[src/hdl/lepi_map.svh]
/*
 * Constants of the linear encoder process image: step limits and defaults,
 * word order of the image and timing counts of the cyclic timer.
 * Assumes inclusion by bare name from design and bench files.
 */
`ifndef LEPI_MAP_SVH
`define LEPI_MAP_SVH

// ************************************************************
// Step settings.
// ************************************************************
`define LEPI_POS_STEP_MIN 32'h0000_1388
`define LEPI_POS_STEP_MAX 32'h7FFF_FFFF
`define LEPI_POS_STEP_RST 32'h0000_1388
`define LEPI_SPD_STEP_MIN 32'h0000_000A
`define LEPI_SPD_STEP_MAX 32'h7FFF_FFFF
`define LEPI_SPD_STEP_RST 32'h0000_000A

// ************************************************************
// Word positions inside the four-word image.
// ************************************************************
`define LEPI_IDX_POS_LO 2'h0
`define LEPI_IDX_POS_HI 2'h1
`define LEPI_IDX_SPEED 2'h2
`define LEPI_IDX_RSVD 2'h3
`define LEPI_RSVD_VALUE 16'h0000

// ************************************************************
// Timing: clock rate, one millisecond, and the timer periods in ms.
// ************************************************************
`define LEPI_CLK_HZ 20000000
`define LEPI_MS_PER_S 1000
`define LEPI_MS_CYC (`LEPI_CLK_HZ / `LEPI_MS_PER_S)
`define LEPI_PER_20MS 10'd20
`define LEPI_PER_50MS 10'd50
`define LEPI_PER_100MS 10'd100
`define LEPI_PER_250MS 10'd250
`define LEPI_PER_500MS 10'd500
`define LEPI_PER_1S 10'd1000

`endif

[src/hdl/lepi_pkg.sv]
/*
 * Types of the linear encoder process image block.
 * Assumes nothing beyond a SystemVerilog compiler.
 */
package lepi_pkg;

   // Selection of the cyclic transmit timer.
   typedef enum logic [2:0] {
      CYC_OFF, CYC_20MS, CYC_50MS, CYC_100MS, CYC_250MS, CYC_500MS, CYC_1S
   } lepi_cyc_t;

   // One word of the image with its place in the image.
   typedef struct packed {
      logic [1:0] idx;
      logic [15:0] data;
   } lepi_word_t;

endpackage : lepi_pkg

[src/hdl/lepi_core.sv]
/*
 * Linear encoder process image: scales position and speed by the step
 * settings and streams the four image words through a FIFO to the island
 * gateway, either on the gateway's update request or on the cyclic timer.
 * Assumes measured values and requests come from logic on clk_i.
 */
// Functional notes
// - Position step limited to 5000 .. 2147483647.
// - Default step: one count per 5 um.
// - Speed step limited to 10 .. 2147483647.
// - Default speed step 10, count per 0.1 mm/s.
// - Timer off: send on gateway update requests.
// - Timer on: send every selected period.
// - Image is four contiguous 16-bit words.
// - Position 32-bit, low word first.
// - Speed is one 16-bit word.
// - Reserved field carried, meaningless.
`timescale 1ns/10ps
`include "lepi_map.svh"

// ************************************************************
// FIFO with a registered output stage.
// ************************************************************
module lepi_fifo #(
   parameter int WIDTH = 18,
   parameter int DEPTH = 16
) (
   // Clock and reset.
   input wire logic clk_i,
   input wire logic rst_i,
   // Filling side.
   input wire logic in_valid_i,
   output logic in_ready_o,
   input wire logic [WIDTH-1:0] in_data_i,
   // Draining side.
   output logic out_valid_o,
   input wire logic out_ready_i,
   output logic [WIDTH-1:0] out_data_o
);
   localparam int AW = $clog2(DEPTH);
   // All state of the FIFO.
   typedef struct packed {
      logic [DEPTH-1:0][WIDTH-1:0] mem; // Storage.
      logic [AW-1:0] wptr;              // Write pointer.
      logic [AW-1:0] rptr;              // Read pointer.
      logic [AW:0] cnt;                 // Words held in storage.
      logic ovalid;                     // Output stage holds a word.
      logic [WIDTH-1:0] odata;          // Output stage word.
   } lepi_fifo_st_t;
   lepi_fifo_st_t st_ff;
   lepi_fifo_st_t nxt_st;
   logic push;
   logic pop;

   // Full storage refuses the source, so back-pressure reaches it.
   assign in_ready_o = (st_ff.cnt != (AW+1)'(DEPTH));
   assign out_valid_o = st_ff.ovalid;
   assign out_data_o = st_ff.odata;

   // Next state: write at the tail, refill the output stage from the head.
   always_comb begin
      nxt_st = st_ff;
      push = in_valid_i && in_ready_o;
      pop = (st_ff.cnt != '0) && (!st_ff.ovalid || out_ready_i);
      if (push) begin
         nxt_st.mem[st_ff.wptr] = in_data_i;
         nxt_st.wptr = st_ff.wptr + 1'b1;
      end
      if (pop) begin
         nxt_st.odata = st_ff.mem[st_ff.rptr];
         nxt_st.rptr = st_ff.rptr + 1'b1;
         nxt_st.ovalid = 1'b1;
      end else if (out_ready_i) begin
         nxt_st.ovalid = 1'b0;
      end
      nxt_st.cnt = st_ff.cnt + (AW+1)'(push) - (AW+1)'(pop);
   end

   // State register.
   always_ff @(posedge clk_i) begin
      if (rst_i) begin
         st_ff <= '0;
      end else begin
         st_ff <= nxt_st;
      end
   end
endmodule : lepi_fifo

// ************************************************************
// Scaling, triggering and image assembly.
// ************************************************************
module lepi_core #(
   parameter int MS_CYC = `LEPI_MS_CYC
) (
   // Clock and reset.
   input wire logic clk_i,
   input wire logic rst_i,
   // Measured magnet state, in 0.001 um and 0.01 mm/s units.
   input wire logic signed [47:0] meas_pos_i,
   input wire logic signed [31:0] meas_spd_i,
   // Configuration.
   input wire logic [31:0] pos_step_i,
   input wire logic [31:0] spd_step_i,
   input wire lepi_pkg::lepi_cyc_t cyc_sel_i,
   // Update request from the island gateway, one-cycle pulse.
   input wire logic island_gateway_req_i,
   // Image words toward the island gateway.
   output logic image_valid_o,
   input wire logic image_ready_i,
   output lepi_pkg::lepi_word_t image_word_o,
   // Activity.
   output logic busy_o
);
   typedef enum logic [1:0] {
      ST_IDLE, ST_DIV_POS, ST_DIV_SPD, ST_PUSH
   } lepi_fsm_t;
   // All state of the core.
   typedef struct packed {
      lepi_fsm_t fsm;            // Sequencer state.
      logic pend;                // Send requested, not yet started.
      logic [14:0] ms_cnt;       // Cycles inside the current millisecond.
      logic [9:0] per_cnt;       // Milliseconds inside the current period.
      logic [47:0] dvd;          // Dividend shifting out, quotient in.
      logic [32:0] rem;          // Partial remainder.
      logic [5:0] bit_cnt;       // Division steps left.
      logic neg;                 // Quotient sign.
      logic signed [31:0] spd_m; // Speed captured with the position.
      logic [31:0] pos_q;        // Position count.
      logic [15:0] spd_q;        // Speed count.
      logic [1:0] widx;          // Next image word to push.
      logic busy;                // Registered busy output.
   } lepi_st_t;

   lepi_st_t st_ff;
   lepi_st_t nxt_st;
   lepi_pkg::lepi_word_t push_word;
   logic push_valid;
   logic push_ready;
   logic [31:0] pos_div;
   logic [31:0] spd_div;
   logic [9:0] period;
   logic [47:0] q_mag;
   logic [47:0] q_sgn;
   logic [32:0] trial;
   logic ms_tick;

   // Settings are held inside their documented range.
   always_comb begin
      pos_div = pos_step_i;
      if (pos_step_i < `LEPI_POS_STEP_MIN) begin
         pos_div = `LEPI_POS_STEP_MIN;
      end else if (pos_step_i > `LEPI_POS_STEP_MAX) begin
         pos_div = `LEPI_POS_STEP_MAX;
      end
      spd_div = spd_step_i;
      if (spd_step_i < `LEPI_SPD_STEP_MIN) begin
         spd_div = `LEPI_SPD_STEP_MIN;
      end else if (spd_step_i > `LEPI_SPD_STEP_MAX) begin
         spd_div = `LEPI_SPD_STEP_MAX;
      end
   end

   // Period of the cyclic timer in milliseconds.
   always_comb begin
      case (cyc_sel_i)
         lepi_pkg::CYC_20MS: period = `LEPI_PER_20MS;
         lepi_pkg::CYC_50MS: period = `LEPI_PER_50MS;
         lepi_pkg::CYC_100MS: period = `LEPI_PER_100MS;
         lepi_pkg::CYC_250MS: period = `LEPI_PER_250MS;
         lepi_pkg::CYC_500MS: period = `LEPI_PER_500MS;
         lepi_pkg::CYC_1S: period = `LEPI_PER_1S;
         default: period = '0;
      endcase
   end

   // Image word for the current index; the reserved word is all zero.
   always_comb begin
      push_word.idx = st_ff.widx;
      case (st_ff.widx)
         `LEPI_IDX_POS_LO: push_word.data = st_ff.pos_q[15:0];
         `LEPI_IDX_POS_HI: push_word.data = st_ff.pos_q[31:16];
         `LEPI_IDX_SPEED: push_word.data = st_ff.spd_q;
         default: push_word.data = `LEPI_RSVD_VALUE;
      endcase
      push_valid = (st_ff.fsm == ST_PUSH);
   end

   // Next state: timer, request latch, shared divider and word push.
   always_comb begin
      nxt_st = st_ff;
      q_mag = '0;
      q_sgn = '0;
      trial = '0;
      ms_tick = (st_ff.ms_cnt == 15'(MS_CYC - 1));
      // Starting a send consumes the flag; a set in this same cycle wins.
      if (st_ff.fsm == ST_IDLE) begin
         nxt_st.pend = 1'b0;
      end
      // Millisecond prescaler and period counter; idle when timer is off.
      if (cyc_sel_i == lepi_pkg::CYC_OFF) begin
         nxt_st.ms_cnt = '0;
         nxt_st.per_cnt = '0;
      end else if (ms_tick) begin
         nxt_st.ms_cnt = '0;
         if (st_ff.per_cnt >= period - 10'd1) begin
            nxt_st.per_cnt = '0;
            nxt_st.pend = 1'b1;
         end else begin
            nxt_st.per_cnt = st_ff.per_cnt + 10'd1;
         end
      end else begin
         nxt_st.ms_cnt = st_ff.ms_cnt + 15'd1;
      end
      // Gateway requests only drive sending while the timer is off.
      if (cyc_sel_i == lepi_pkg::CYC_OFF && island_gateway_req_i) begin
         nxt_st.pend = 1'b1;
      end
      case (st_ff.fsm)
         ST_IDLE: begin
            if (st_ff.pend) begin
               // Capture both quantities at one instant.
               nxt_st.neg = meas_pos_i[47];
               nxt_st.dvd = meas_pos_i[47] ? -meas_pos_i : meas_pos_i;
               nxt_st.spd_m = meas_spd_i;
               nxt_st.rem = '0;
               nxt_st.bit_cnt = 6'd48;
               nxt_st.fsm = ST_DIV_POS;
            end
         end
         ST_DIV_POS, ST_DIV_SPD: begin
            // One restoring step per cycle on magnitudes.
            trial = {st_ff.rem[31:0], st_ff.dvd[47]};
            nxt_st.dvd = {st_ff.dvd[46:0], 1'b0};
            if (trial >= {1'b0, (st_ff.fsm == ST_DIV_POS) ? pos_div
                  : spd_div}) begin
               nxt_st.rem = trial - {1'b0, (st_ff.fsm == ST_DIV_POS)
                  ? pos_div : spd_div};
               nxt_st.dvd[0] = 1'b1;
            end else begin
               nxt_st.rem = trial;
            end
            nxt_st.bit_cnt = st_ff.bit_cnt - 6'd1;
            if (st_ff.bit_cnt == 6'd1) begin
               // Sign applied to the magnitude truncates toward zero.
               q_mag = nxt_st.dvd;
               q_sgn = st_ff.neg ? 48'(-q_mag) : q_mag;
               if (st_ff.fsm == ST_DIV_POS) begin
                  nxt_st.pos_q = q_sgn[31:0];
                  nxt_st.neg = st_ff.spd_m[31];
                  nxt_st.dvd = 48'($unsigned(st_ff.spd_m[31]
                     ? -st_ff.spd_m : st_ff.spd_m));
                  nxt_st.rem = '0;
                  nxt_st.bit_cnt = 6'd48;
                  nxt_st.fsm = ST_DIV_SPD;
               end else begin
                  // Quotient is below 2^31, so 16-bit saturation suffices.
                  if (q_mag > 48'h0000_0000_7FFF) begin
                     nxt_st.spd_q = st_ff.neg ? 16'h8001 : 16'h7FFF;
                  end else begin
                     nxt_st.spd_q = q_sgn[15:0];
                  end
                  nxt_st.widx = `LEPI_IDX_POS_LO;
                  nxt_st.fsm = ST_PUSH;
               end
            end
         end
         ST_PUSH: begin
            // Each word waits for room, so a stalled gateway stalls us.
            if (push_ready) begin
               nxt_st.widx = st_ff.widx + 2'd1;
               if (st_ff.widx == `LEPI_IDX_RSVD) begin
                  nxt_st.fsm = ST_IDLE;
               end
            end
         end
         default: nxt_st.fsm = ST_IDLE;
      endcase
      nxt_st.busy = (nxt_st.fsm != ST_IDLE);
   end

   // State register.
   always_ff @(posedge clk_i) begin
      if (rst_i) begin
         st_ff <= '0;
      end else begin
         st_ff <= nxt_st;
      end
   end
   assign busy_o = st_ff.busy;
   // The FIFO output stage is a register, so image outputs come from flops.
   lepi_fifo #(.WIDTH($bits(lepi_pkg::lepi_word_t)), .DEPTH(16)) u_fifo (
      .clk_i(clk_i), .rst_i(rst_i),
      .in_valid_i(push_valid), .in_ready_o(push_ready),
      .in_data_i(push_word),
      .out_valid_o(image_valid_o), .out_ready_i(image_ready_i),
      .out_data_o(image_word_o));
endmodule : lepi_core

[config.mk]
export PLATFORM = sky130hd
export DESIGN_NAME = lepi_core
export DESIGN_NICKNAME = d
export VERILOG_FILES = /design/src/hdl/lepi_pkg.sv /design/src/hdl/lepi_core.sv
export VERILOG_INCLUDE_DIRS = /design/src /design/src/hdl
export SDC_FILE = /design/constraint.sdc
export NUM_CORES = 1
export LEC_CHECK = 0
export BUFFER_PORTS_ARGS = -buffer_cell sky130_fd_sc_hd__clkbuf_2
export CELL_PAD_IN_SITES_DETAIL_PLACEMENT = 2
export CELL_PAD_IN_SITES_GLOBAL_PLACEMENT = 2
export CORE_ASPECT_RATIO = 0.5
export CORE_MARGIN = 2
export CORE_UTILIZATION = 31
export CTS_CLUSTER_DIAMETER = 60
export DETAILED_ROUTE_END_ITERATION = 8
export PLACE_DENSITY = 0.76
export SKIP_LAST_GASP = 1
export SLEW_MARGIN = 10
export SYNTH_ARGS = -nofsm -noshare
export SYNTH_HDL_FRONTEND = slang
export SYNTH_SLANG_ARGS = --single-unit
[constraint.sdc]
create_clock -name clk_i -period 8.8 [get_ports clk_i]
set_input_delay 1.76 -clock clk_i [delete_from_list [all_inputs] [get_ports clk_i]]
set_output_delay 1.76 -clock clk_i [all_outputs]
set_load 0.01 [all_outputs]
==> results.sh, run 1 <==
export IMPL_max_freq_mhz=141
export IMPL_fin_setup_tns_ns=0
export IMPL_critPathCaptureType="flop"
export IMPL_ys_seq_area_share_pct=37.7
export IMPL_hold_buffers=0
export IMPL_clock_path_buffers=3
export IMPL_yosysMostFrequentCell="nor2_1"
export IMPL_synth_seq_cells=518
export IMPL_portBuffers=170
export IMPL_start_kind="input pin"
export IMPL_htree_levels=2
export IMPL_critPathMaxFanout=29
export IMPL_synth_top_area_cell="dfxtp_1"
export IMPL_rsz0062_at_grt="no"
export IMPL_grt_pass1_wl_um=158000
export IMPL_start_util_pct=31.2
export IMPL_synth_edff_count=0
export IMPL_period_minus_slack_ns=7.11
export IMPL_internal_power_w=0.00400
export IMPL_dr_pass1_iters=5
export IMPL_cts_resized=0
export IMPL_setup_viol=0
export IMPL_hold_path_class="flop to flop"
export IMPL_status="completed"
export IMPL_power_density_mw_per_mm2=183
export IMPL_syn_avg_cell_area_um2=7.94
export IMPL_crit_buf_inv=3
export IMPL_maxCapViolations=0
export IMPL_finalHoldViolCount=0
export IMPL_wl_per_cell_um=21.4
export IMPL_syn_area_mm2=0.0275
export IMPL_place_gp_congestion=0.856
export IMPL_boundaryPins=171
export IMPL_p_clk_share_pct=41.7
export IMPL_hpwl_um=67300
export IMPL_clock_latency_ns=0.64
export IMPL_combPwrFrac_pct=14.0
export IMPL_wl_um=99600
export IMPL_path_clk_slew_ns=0.06
export IMPL_fillerInstances=10004
export IMPL_grt_max_degree=200
export IMPL_area_growth_pct=11.9
export IMPL_synth_common_cells="nor2_1 (843), dfxtp_1 (518), a21oi_1 (442), nand2_1 (255), clkbuf_1 (246)"
export IMPL_root_buffer="clkbuf_16"
export IMPL_cts_setup_buffers=0
export IMPL_crit_slowest_cell="o21bai_2"
export IMPL_ant_nets=0
export IMPL_antenna_found_initial=7
export IMPL_worst_slew_pin_transition_ns=1.17
export IMPL_period_share_pct=80.8
export IMPL_async_flop_share_pct=0
export IMPL_drtIter0Drc=1453
export IMPL_drc=0
export IMPL_slew_violations=0
export IMPL_synthFlopType="dfxtp_1"
export IMPL_synth_top_area_share_pct=37.7
export IMPL_p_leak_nw=11.1
export IMPL_core_mm2=0.0882
export IMPL_syn_num_nets=3686
export IMPL_slowest_delay_ns=0.72
export IMPL_nNetsFinal=3654
export IMPL_die_h_um=215
export IMPL_seqPwrFrac_pct=44.3
export IMPL_max_vdd_ir_drop_uv=123
export IMPL_totalPowerFinal_w=0.00565
export IMPL_p_sw_w=0.00165
export IMPL_vias=25676
export IMPL_synthTopCellsByArea="dfxtp_1 (38%), nor2_1 (12%), a21oi_1 (8.0%)"
export IMPL_synth_cells=3464
export IMPL_swShare_pct=29.2
export IMPL_grt_ovfl_total=0
export IMPL_dieWidth_um=425
export IMPL_cts_sinks=518
export IMPL_grt_use_total_pct=21.6
export IMPL_cts_tree="yes"
export IMPL_fp_row_count=77
export IMPL_postLayoutCoreUtil_pct=34.9
export IMPL_skew_ns=0.0383
export IMPL_dieArea_mm2=0.0913
export IMPL_slew_headroom_pct=22.2
export IMPL_vias_per_cell=5.51
export IMPL_synth_warnings=0
export IMPL_crit_arrival_ns=7.63
export IMPL_ys_types=83
export IMPL_drive_above_1_share_pct=12.8
export IMPL_critPathKind="input pin to flop"
export IMPL_numCtsBuffers=53
export IMPL_required_ns=9.32
export IMPL_grt_pass1_vias=27814
export IMPL_crit_chain="clkbuf_2 -> nor4_1 -> nand4_1 -> o21bai_2 -> buf_4 -> o31a_1 -> inv_1 -> ha_1 -> nor2b_1 -> o211a_1 -> o21ai_0 -> a21o_1 -> a211o_1 -> and2_1 -> ha_1 -> nand2_1 -> nor2_1 -> nand2_1 -> or2_0 -> or4_1 -> o31ai_1 -> xor2_1 -> a211oi_1"
export IMPL_crit_family="compound AO/OA/AOI/OAI gates"
final timing paths:
kind | from | end | slack (ns) | cells after the start
worst max register to register | st_ff[198]$_SDFF_PP0_ | st_ff[45]$_SDFFE_PP0P_ | 3.06 | 21
worst min-delay path | u_fifo.out_data_o[5]$_SDFFE_PP0P_ | u_fifo.out_data_o[5]$_SDFFE_PP0P_ | 0.46 | 2
worst min register to register | u_fifo.out_data_o[5]$_SDFFE_PP0P_ | u_fifo.out_data_o[5]$_SDFFE_PP0P_ | 0.46 | 2
worst max-delay path | spd_step_i[31] | st_ff[45]$_SDFFE_PP0P_ | 1.69 | 23
state kept, by name, summed over array words and instances, names as in the netlist:
signal / count
u_fifo.out_valid_o: 1
push_word: 2
u_fifo.out_data_o: 18
u_fifo.st_ff: 301
busy_o: 1
st_ff: 195
per-layer routing:
metal	routed length (um)	part of all wire, %	vias up	global-route usage [%]
met1	46500	47	13079	28.6
met4	2250	2.3	8	5.44
li1	-	-	12046	-
met5	47	0.047	-	0
met2	46900	47	380	36.4
met3	3840	3.9	163	3.41
final cells by class:
| cell class | instances | area, um^2 | area share, % |
|---|---|---|---|
| multi-input cells | 2598 | 15800 | 51.3 |
| diodes | 2 | 5.00 | 0.0163 |
| clock buffers | 79 | 1540 | 5.02 |
| repair buffers | 212 | 1190 | 3.86 |
| clock inverters | 16 | 209 | 0.679 |
| well taps | 1185 | 1480 | 4.82 |
| flip-flops and latches | 518 | 10400 | 33.7 |
| inverters | 49 | 184 | 0.598 |
cell families after synthesis:
logic type	count (synthesis)	synth area share [%]
simple gates	1403	21.7
compound gates	854	18.9
flops	518	37.7
buf+inv	348	5.08
xor+xnor	150	4.78
mux	119	8.47
fa+ha+maj	71	3.28
other cells	1	0.0136
tightest hold or removal path, delay by kind of cell (launching register included):
| family | cells | cell delay [ns] |
|---|---|---|
| flops | 1 | 0.31 |
| simple gates | 1 | 0.05 |
| compound gates | 1 | 0.05 |
power by group through the flow:
stage	sequential (W)	clock, W	combinational [W]
after CTS	0.00251	0.00241	0.000803
after global routing	0.00251	0.00251	0.000875
final	0.00250	0.00235	0.000793
after floorplan	0.00245	0	0.000616
after detailed placement	0.00256	0	0.000799
after global placement	0.00256	0	0.000778
stage by stage:
step,instance area [um^2],setup slack [ns],hold slack (ns),instances
floorplan,27500,1.58,0.430,3464
global placement,29000,1.33,0.442,4562
detailed placement,29000,1.11,0.451,4562
CTS,30800,1.70,0.462,4657
global route,30800,1.01,0.482,4657
finish,30800,1.69,0.458,4659
cells in the final DEF, fill, tap and decap left out, drive strengths merged, types with 31 or more instances in the layout:
cell type and n:
nor2 844, dfxtp 518, a21oi 442, nand2 255, clkbuf 248, o21ai 117
mux4 90, xor2 82, ha 69, xnor2 68, nor3 65, nand3 49
inv 49, buf 43, o31ai 33, a221oi 33, a211oi 31
Power figures use the tool's default switching activity.
==> run 2: changes to the inputs <==
Clock period 8.8 ns to 6.7 ns, I/O delays scaled along.
==> results.sh, run 2 (same netlist as run 1, synthesis figures left out) <==
export IMPL_dpl_worst_slack_ns=0.0686
export IMPL_numCtsBuffers=52
export IMPL_period_share_pct=89.7
export IMPL_dieWidth_um=425
export IMPL_cts_sinks=518
export IMPL_critical_path_endpoint="st_ff[47]$_SDFFE_PP0P_"
export IMPL_max_freq_mhz=166
export IMPL_core_mm2=0.0882
export IMPL_area_growth_pct=12.0
export IMPL_grt_max_degree=170
export IMPL_drive_above_1_share_pct=13.0
export IMPL_dr_pass1_iters=5
export IMPL_r2r_cells=22
export IMPL_critPathKind="input pin to flop"
export IMPL_period_minus_slack_ns=6.01
export IMPL_grt_use_total_pct=21.8
export IMPL_holdPathStages=2
export IMPL_slew_headroom_pct=15.6
export IMPL_start_util_pct=31.2
export IMPL_dieArea_mm2=0.0913
export IMPL_crit_start="pos_step_i[28]"
export IMPL_largest_register_ffs=301
export IMPL_r2r_start="st_ff[198]$_SDFF_PP0_"
export IMPL_setup_viol=0
export IMPL_boundaryPins=171
export IMPL_critPathCaptureType="flop"
export IMPL_crit_slowest_cell="or4_1"
export IMPL_clock_latency_ns=0.65
export IMPL_finalHoldViolCount=0
export IMPL_worst_slew_pin_transition_ns=1.26
export IMPL_rr_endpoint="st_ff[47]$_SDFFE_PP0P_"
export IMPL_holdWs_ns=0.460
export IMPL_hold_path_class="flop to flop"
export IMPL_grt_pass1_vias=27900
export IMPL_largest_register="u_fifo.st_ff"
export IMPL_cts_resized=0
export IMPL_cts_tree="yes"
export IMPL_path_clk_slew_ns=0.07
export IMPL_vias_per_cell=5.50
export IMPL_final_setup_worst_slack_ns=0.689
export IMPL_critPathMaxFanout=18
export IMPL_die_h_um=215
export IMPL_p_leak_nw=11.1
export IMPL_clock_path_buffers=3
export IMPL_root_buffer="clkbuf_16"
export IMPL_cts_setup_buffers=0
export IMPL_maxCapViolations=0
export IMPL_power_density_mw_per_mm2=237
export IMPL_hold_buffers=0
export IMPL_mostFrequentLayoutCell="nor2_1"
export IMPL_cp_common_cell="nand2_1"
export IMPL_rsz0062_at_grt="no"
export IMPL_postLayoutCoreUtil_pct=35.0
export IMPL_vias=25724
export IMPL_fin_setup_tns_ns=0
export IMPL_crit_arrival_ns=6.54
export IMPL_drtIter0Drc=1466
export IMPL_place_gp_congestion=0.866
export IMPL_fp_row_count=77
export IMPL_max_vdd_ir_drop_uv=170
export IMPL_totalPowerFinal_w=0.00731
export IMPL_htree_levels=2
export IMPL_layout_common_cells="nor2_1 (842), dfxtp_1 (516), a21oi_1 (441)"
export IMPL_antenna_found_initial=6
export IMPL_wl_um=100000
export IMPL_ant_nets=0
export IMPL_hpwl_um=67800
export IMPL_rrSetupSlack_ns=1.38
export IMPL_slowest_delay_ns=0.49
export IMPL_wl_per_cell_um=21.4
export IMPL_portBuffers=170
export IMPL_grt_pass1_wl_um=161000
export IMPL_drc=0
export IMPL_skew_ns=0.0491
export IMPL_start_kind="input pin"
export IMPL_grt_ovfl_total=0
export IMPL_slew_violations=0
export IMPL_required_ns=7.23
export IMPL_nNetsFinal=3670
export IMPL_status="completed"
==> run 2: changes by cell type in the layout (fill, tap and decap cells not counted), moves of 2 or more <==
cell,previous run,this run
buf_4,41,58
clkbuf_1,14,19
clkbuf_8,12,8
clkinv_4,2,0
==> run 2: worst min path at each step <==
| stage | from | endpoint | slack (ns) |
|---|---|---|---|
| after detailed placement | st_ff[15]$_SDFFE_PP0P_ | st_ff[15]$_SDFFE_PP0P_ | 0.45 |
| after CTS | st_ff[15]$_SDFFE_PP0P_ | st_ff[15]$_SDFFE_PP0P_ | 0.46 |
| final | u_fifo.out_data_o[0]$_SDFFE_PP0P_ | u_fifo.out_data_o[0]$_SDFFE_PP0P_ | 0.46 |
| after global routing | u_fifo.out_data_o[12]$_SDFFE_PP0P_ | u_fifo.out_data_o[12]$_SDFFE_PP0P_ | 0.48 |
| after global placement | st_ff[181]$_SDFF_PP0_ | st_ff[181]$_SDFF_PP0_ | 0.44 |
| after floorplan | st_ff[181]$_SDFF_PP0_ | st_ff[181]$_SDFF_PP0_ | 0.43 |
==> run 2: power breakdown <==
group / leakage (nW) / switching [W] / internal, W / total [W]
registers: 4.18 / 0.000133 / 0.00312 / 0.00326
logic: 6.11 / 0.000667 / 0.000420 / 0.00109
clock network: 0.812 / 0.00136 / 0.00161 / 0.00297
total: 11.1 / 0.00215 / 0.00515 / 0.00731
==> run 2: critical path: cells and delay by family <==
| family | cells | cell delay (ns) |
|---|---|---|
| compound gates | 7 | 1.54 |
| xor+xnor | 1 | 0.11 |
| fa+ha+maj | 2 | 0.48 |
| buf+inv | 2 | 0.34 |
| simple gates | 13 | 2.73 |
==> run 2: stage by stage <==
step	cells	instance area (um^2)
floorplan	3464	27500
global placement	4579	29100
detailed placement	4579	29100
CTS	4672	30800
global route	4672	30800
finish	4674	30800
==> run 2: layout make-up <==
cell class                 count  area, um^2
clock inverter                14         178
tap                         1185        1480
fill                        9994       57300
inverter                      49         184
multi-input combinational   2598       15800
sequential                   518       10400
clock buffer                  79        1480
antenna                        2        5.00
timing repair buffer         229        1320
==> run 2: per-layer routing <==
metal	global-route usage, %	wire length (um)	up-vias	part of all wire, %
met5	0	25	-	0.025
met4	4.29	1610	4	1.6
met3	2.79	3290	112	3.3
met2	37.3	48500	342	48
met1	29.3	46800	13207	47
li1	-	-	12059	-
==> run 3: changes to the inputs <==
Settings changed: CELL_PAD_IN_SITES_DETAIL_PLACEMENT 2 to 1, CELL_PAD_IN_SITES_GLOBAL_PLACEMENT 2 to 1, PLACE_DENSITY 0.76 to 0.64, SYNTH_HIERARCHICAL from default to 1.
Clock period 6.7 ns to 6.5 ns, I/O delays scaled along.
==> results.sh, run 3 <==
export IMPL_fillerInstances=10473
export IMPL_cts_resized=0
export IMPL_critPathMaxFanout=20
export IMPL_wl_per_cell_um=19.8
export IMPL_clock_path_buffers=3
export IMPL_rr_endpoint="st_ff[43]$_SDFFE_PP0P_"
export IMPL_grt_max_degree=175
export IMPL_status="completed"
export IMPL_antenna_cells=0
export IMPL_drive_above_1_share_pct=15.6
export IMPL_grt_use_total_pct=19.3
export IMPL_antenna_found_initial=0
export IMPL_power_density_mw_per_mm2=257
export IMPL_fin_setup_tns_ns=0
export IMPL_synth_seq_cells=518
export IMPL_htree_levels=2
export IMPL_numCtsBuffers=54
export IMPL_min_delay_start="u_fifo/st_ff[221]$_SDFFE_PP0P_"
export IMPL_ant_nets=0
export IMPL_vias_per_cell=5.36
export IMPL_ys_seq_area_share_pct=37.0
export IMPL_holdWs_ns=0.453
export IMPL_multi_input_area_mm2=0.0162
export IMPL_dieWidth_um=429
export IMPL_drtIter0Drc=1506
export IMPL_finalHoldViolCount=0
export IMPL_required_ns=7.04
export IMPL_worst_slew_pin_transition_ns=1.28
export IMPL_portBuffers=170
export IMPL_critPathCaptureType="flop"
export IMPL_layout_common_cells="nand2_1 (634), dfxtp_1 (515), nor2_1 (325)"
export IMPL_period_minus_slack_ns=5.64
export IMPL_max_freq_mhz=177
export IMPL_rrSetupSlack_ns=1.57
export IMPL_yosysMostFrequentCell="nand2_1"
export IMPL_critPathKind="input pin to flop"
export IMPL_syn_area_mm2=0.0280
export IMPL_synth_top_area_share_pct=37.0
export IMPL_totalPowerFinal_w=0.00810
export IMPL_r2r_cells=20
export IMPL_max_vdd_ir_drop_uv=206
export IMPL_core_mm2=0.0889
export IMPL_die_h_um=217
export IMPL_hpwl_um=62200
export IMPL_final_setup_worst_slack_ns=0.855
export IMPL_syn_avg_cell_area_um2=8.40
export IMPL_nNetsFinal=3588
export IMPL_dieArea_mm2=0.0930
export IMPL_slew_headroom_pct=14.0
export IMPL_largest_register="u_fifo/st_ff"
export IMPL_grt_pass1_wl_um=146000
export IMPL_vias=24622
export IMPL_crit_arrival_ns=6.19
export IMPL_period_share_pct=86.8
export IMPL_dpl_worst_slack_ns=0.250
export IMPL_postLayoutCoreUtil_pct=35.5
export IMPL_slew_violations=0
export IMPL_async_flop_share_pct=0
export IMPL_synth_warnings=6
export IMPL_synth_top_area_cell="dfxtp_1"
export IMPL_maxCapViolations=0
export IMPL_synthTopCellsByArea="dfxtp_1 (37%), nand2_1 (8.5%), mux4_2 (5.8%)"
export IMPL_rsz0062_at_grt="no"
export IMPL_boundaryPins=171
export IMPL_ys_types=88
export IMPL_clock_latency_ns=0.64
export IMPL_area_growth_pct=12.6
export IMPL_grt_pass1_vias=25608
export IMPL_wl_um=91100
export IMPL_hold_buffers=0
export IMPL_cts_sinks=518
export IMPL_synth_common_cells="nand2_1 (634), dfxtp_1 (518), nor2_1 (328), a21oi_1 (307), clkbuf_1 (163)"
export IMPL_setup_viol=0
export IMPL_cts_tree="yes"
export IMPL_r2r_start="st_ff[198]$_SDFF_PP0_"
export IMPL_cts_setup_buffers=0
export IMPL_root_buffer="clkbuf_16"
export IMPL_grt_ovfl_total=0
export IMPL_p_leak_nw=10.9
export IMPL_dr_pass1_iters=7
export IMPL_holdPathStages=2
export IMPL_place_gp_congestion=0.844
export IMPL_hold_path_class="flop to flop"
export IMPL_mostFrequentLayoutCell="nand2_1"
export IMPL_start_kind="input pin"
export IMPL_synth_cells=3338
export IMPL_seqCellArea_mm2=0.0104
export IMPL_synth_edff_count=0
export IMPL_largest_register_ffs=301
export IMPL_synthFlopType="dfxtp_1"
export IMPL_skew_ns=0.0407
export IMPL_drc=0
export IMPL_path_clk_slew_ns=0.07
export IMPL_fp_row_count=77
export IMPL_start_util_pct=31.5
export IMPL_syn_num_nets=3560
export IMPL_min_to="u_fifo/st_ff[221]$_SDFFE_PP0P_"
## run 3: changes by cell type in the layout (fill, tap and decap cells not counted), sizes merged, moves of 12 or more
cell / delta
nor4: +17
o21ai: +17
nor2: -515
mux2i: +98
a211oi: +19
nor3: +17
xor2: +13
nand2: +380
nand3b: +19
or2: -13
or3: -12
a21oi: -88
mux4: -18
## run 3: routing by layer
metal	part of all wire (%)	track usage, %
met1	47	25.9
met2	47	32.8
met3	3.6	2.24
met4	2.2	4.90
met5	0	0
## run 3: critical path: stages
cell      delay, ns
clkbuf_2       0.09
nor4_1         0.36
nand2_1        0.13
nor4_1         0.17
nand4_1        0.16
a21oi_1        0.17
nand2b_1       0.22
buf_12         0.17
o22a_1         0.13
ha_1           0.31
and3_1         0.28
and2_1         0.19
a211oi_1       0.24
and3_1         0.23
o31ai_1        0.10
buf_4          0.18
a21oi_4        0.14
ha_1           0.28
nand4_1        0.21
or2_2          0.39
o41ai_1        0.36
xor2_1         0.12
a211oi_1       0.24
## run 3: stage by stage
stage	instance area, um^2	instances
2_1_floorplan	28000	3338
3_3_place_gp	29700	4495
3_5_place_dp	29700	4495
4_1_cts	31600	4595
5_1_grt	31600	4595
6_report	31600	4595
## run 3: how the worst max path moves through the flow
stage,startpoint,endpoint,slack (ns),cells past startpoint
CTS,pos_step_i[19],st_ff[43]$_SDFFE_PP0P_,0.90,23
finish,pos_step_i[19],st_ff[43]$_SDFFE_PP0P_,0.86,23
global route,pos_step_i[19],st_ff[43]$_SDFFE_PP0P_,0.25,23
floorplan,pos_step_i[19],st_ff[43]$_SDFFE_PP0P_,0.03,25
global placement,pos_step_i[19],st_ff[43]$_SDFFE_PP0P_,0.40,23
detailed placement,pos_step_i[19],st_ff[43]$_SDFFE_PP0P_,0.25,23
## run 3: area by class of cell
| cell class | instances | area share, % |
|---|---|---|
| inverters | 54 | 0.650 |
| flip-flops and latches | 518 | 32.9 |
| clock buffers | 70 | 4.89 |
| well taps | 1185 | 4.70 |
| repair buffers | 239 | 4.45 |
| clock inverters | 30 | 1.17 |
| multi-input cells | 2499 | 51.3 |
## run 3: cell families after synthesis
group | synth area share, %
and+or+nand+nor | 21.3
AOI/OAI and AO/OA | 17.8
DFF | 37.0
buffers and inverters | 5.51
muxes | 10.1
xor gates and xnor gates | 4.97
adders and majority gates | 3.22
other | 0.0134
## run 3: power by group
part | switching [W] | internal, W | leakage, nW | total, W
Clock | 0.00142 | 0.00193 | 0.950 | 0.00335
Combinational | 0.000813 | 0.000532 | 5.73 | 0.00134
Sequential | 0.000173 | 0.00324 | 4.18 | 0.00341
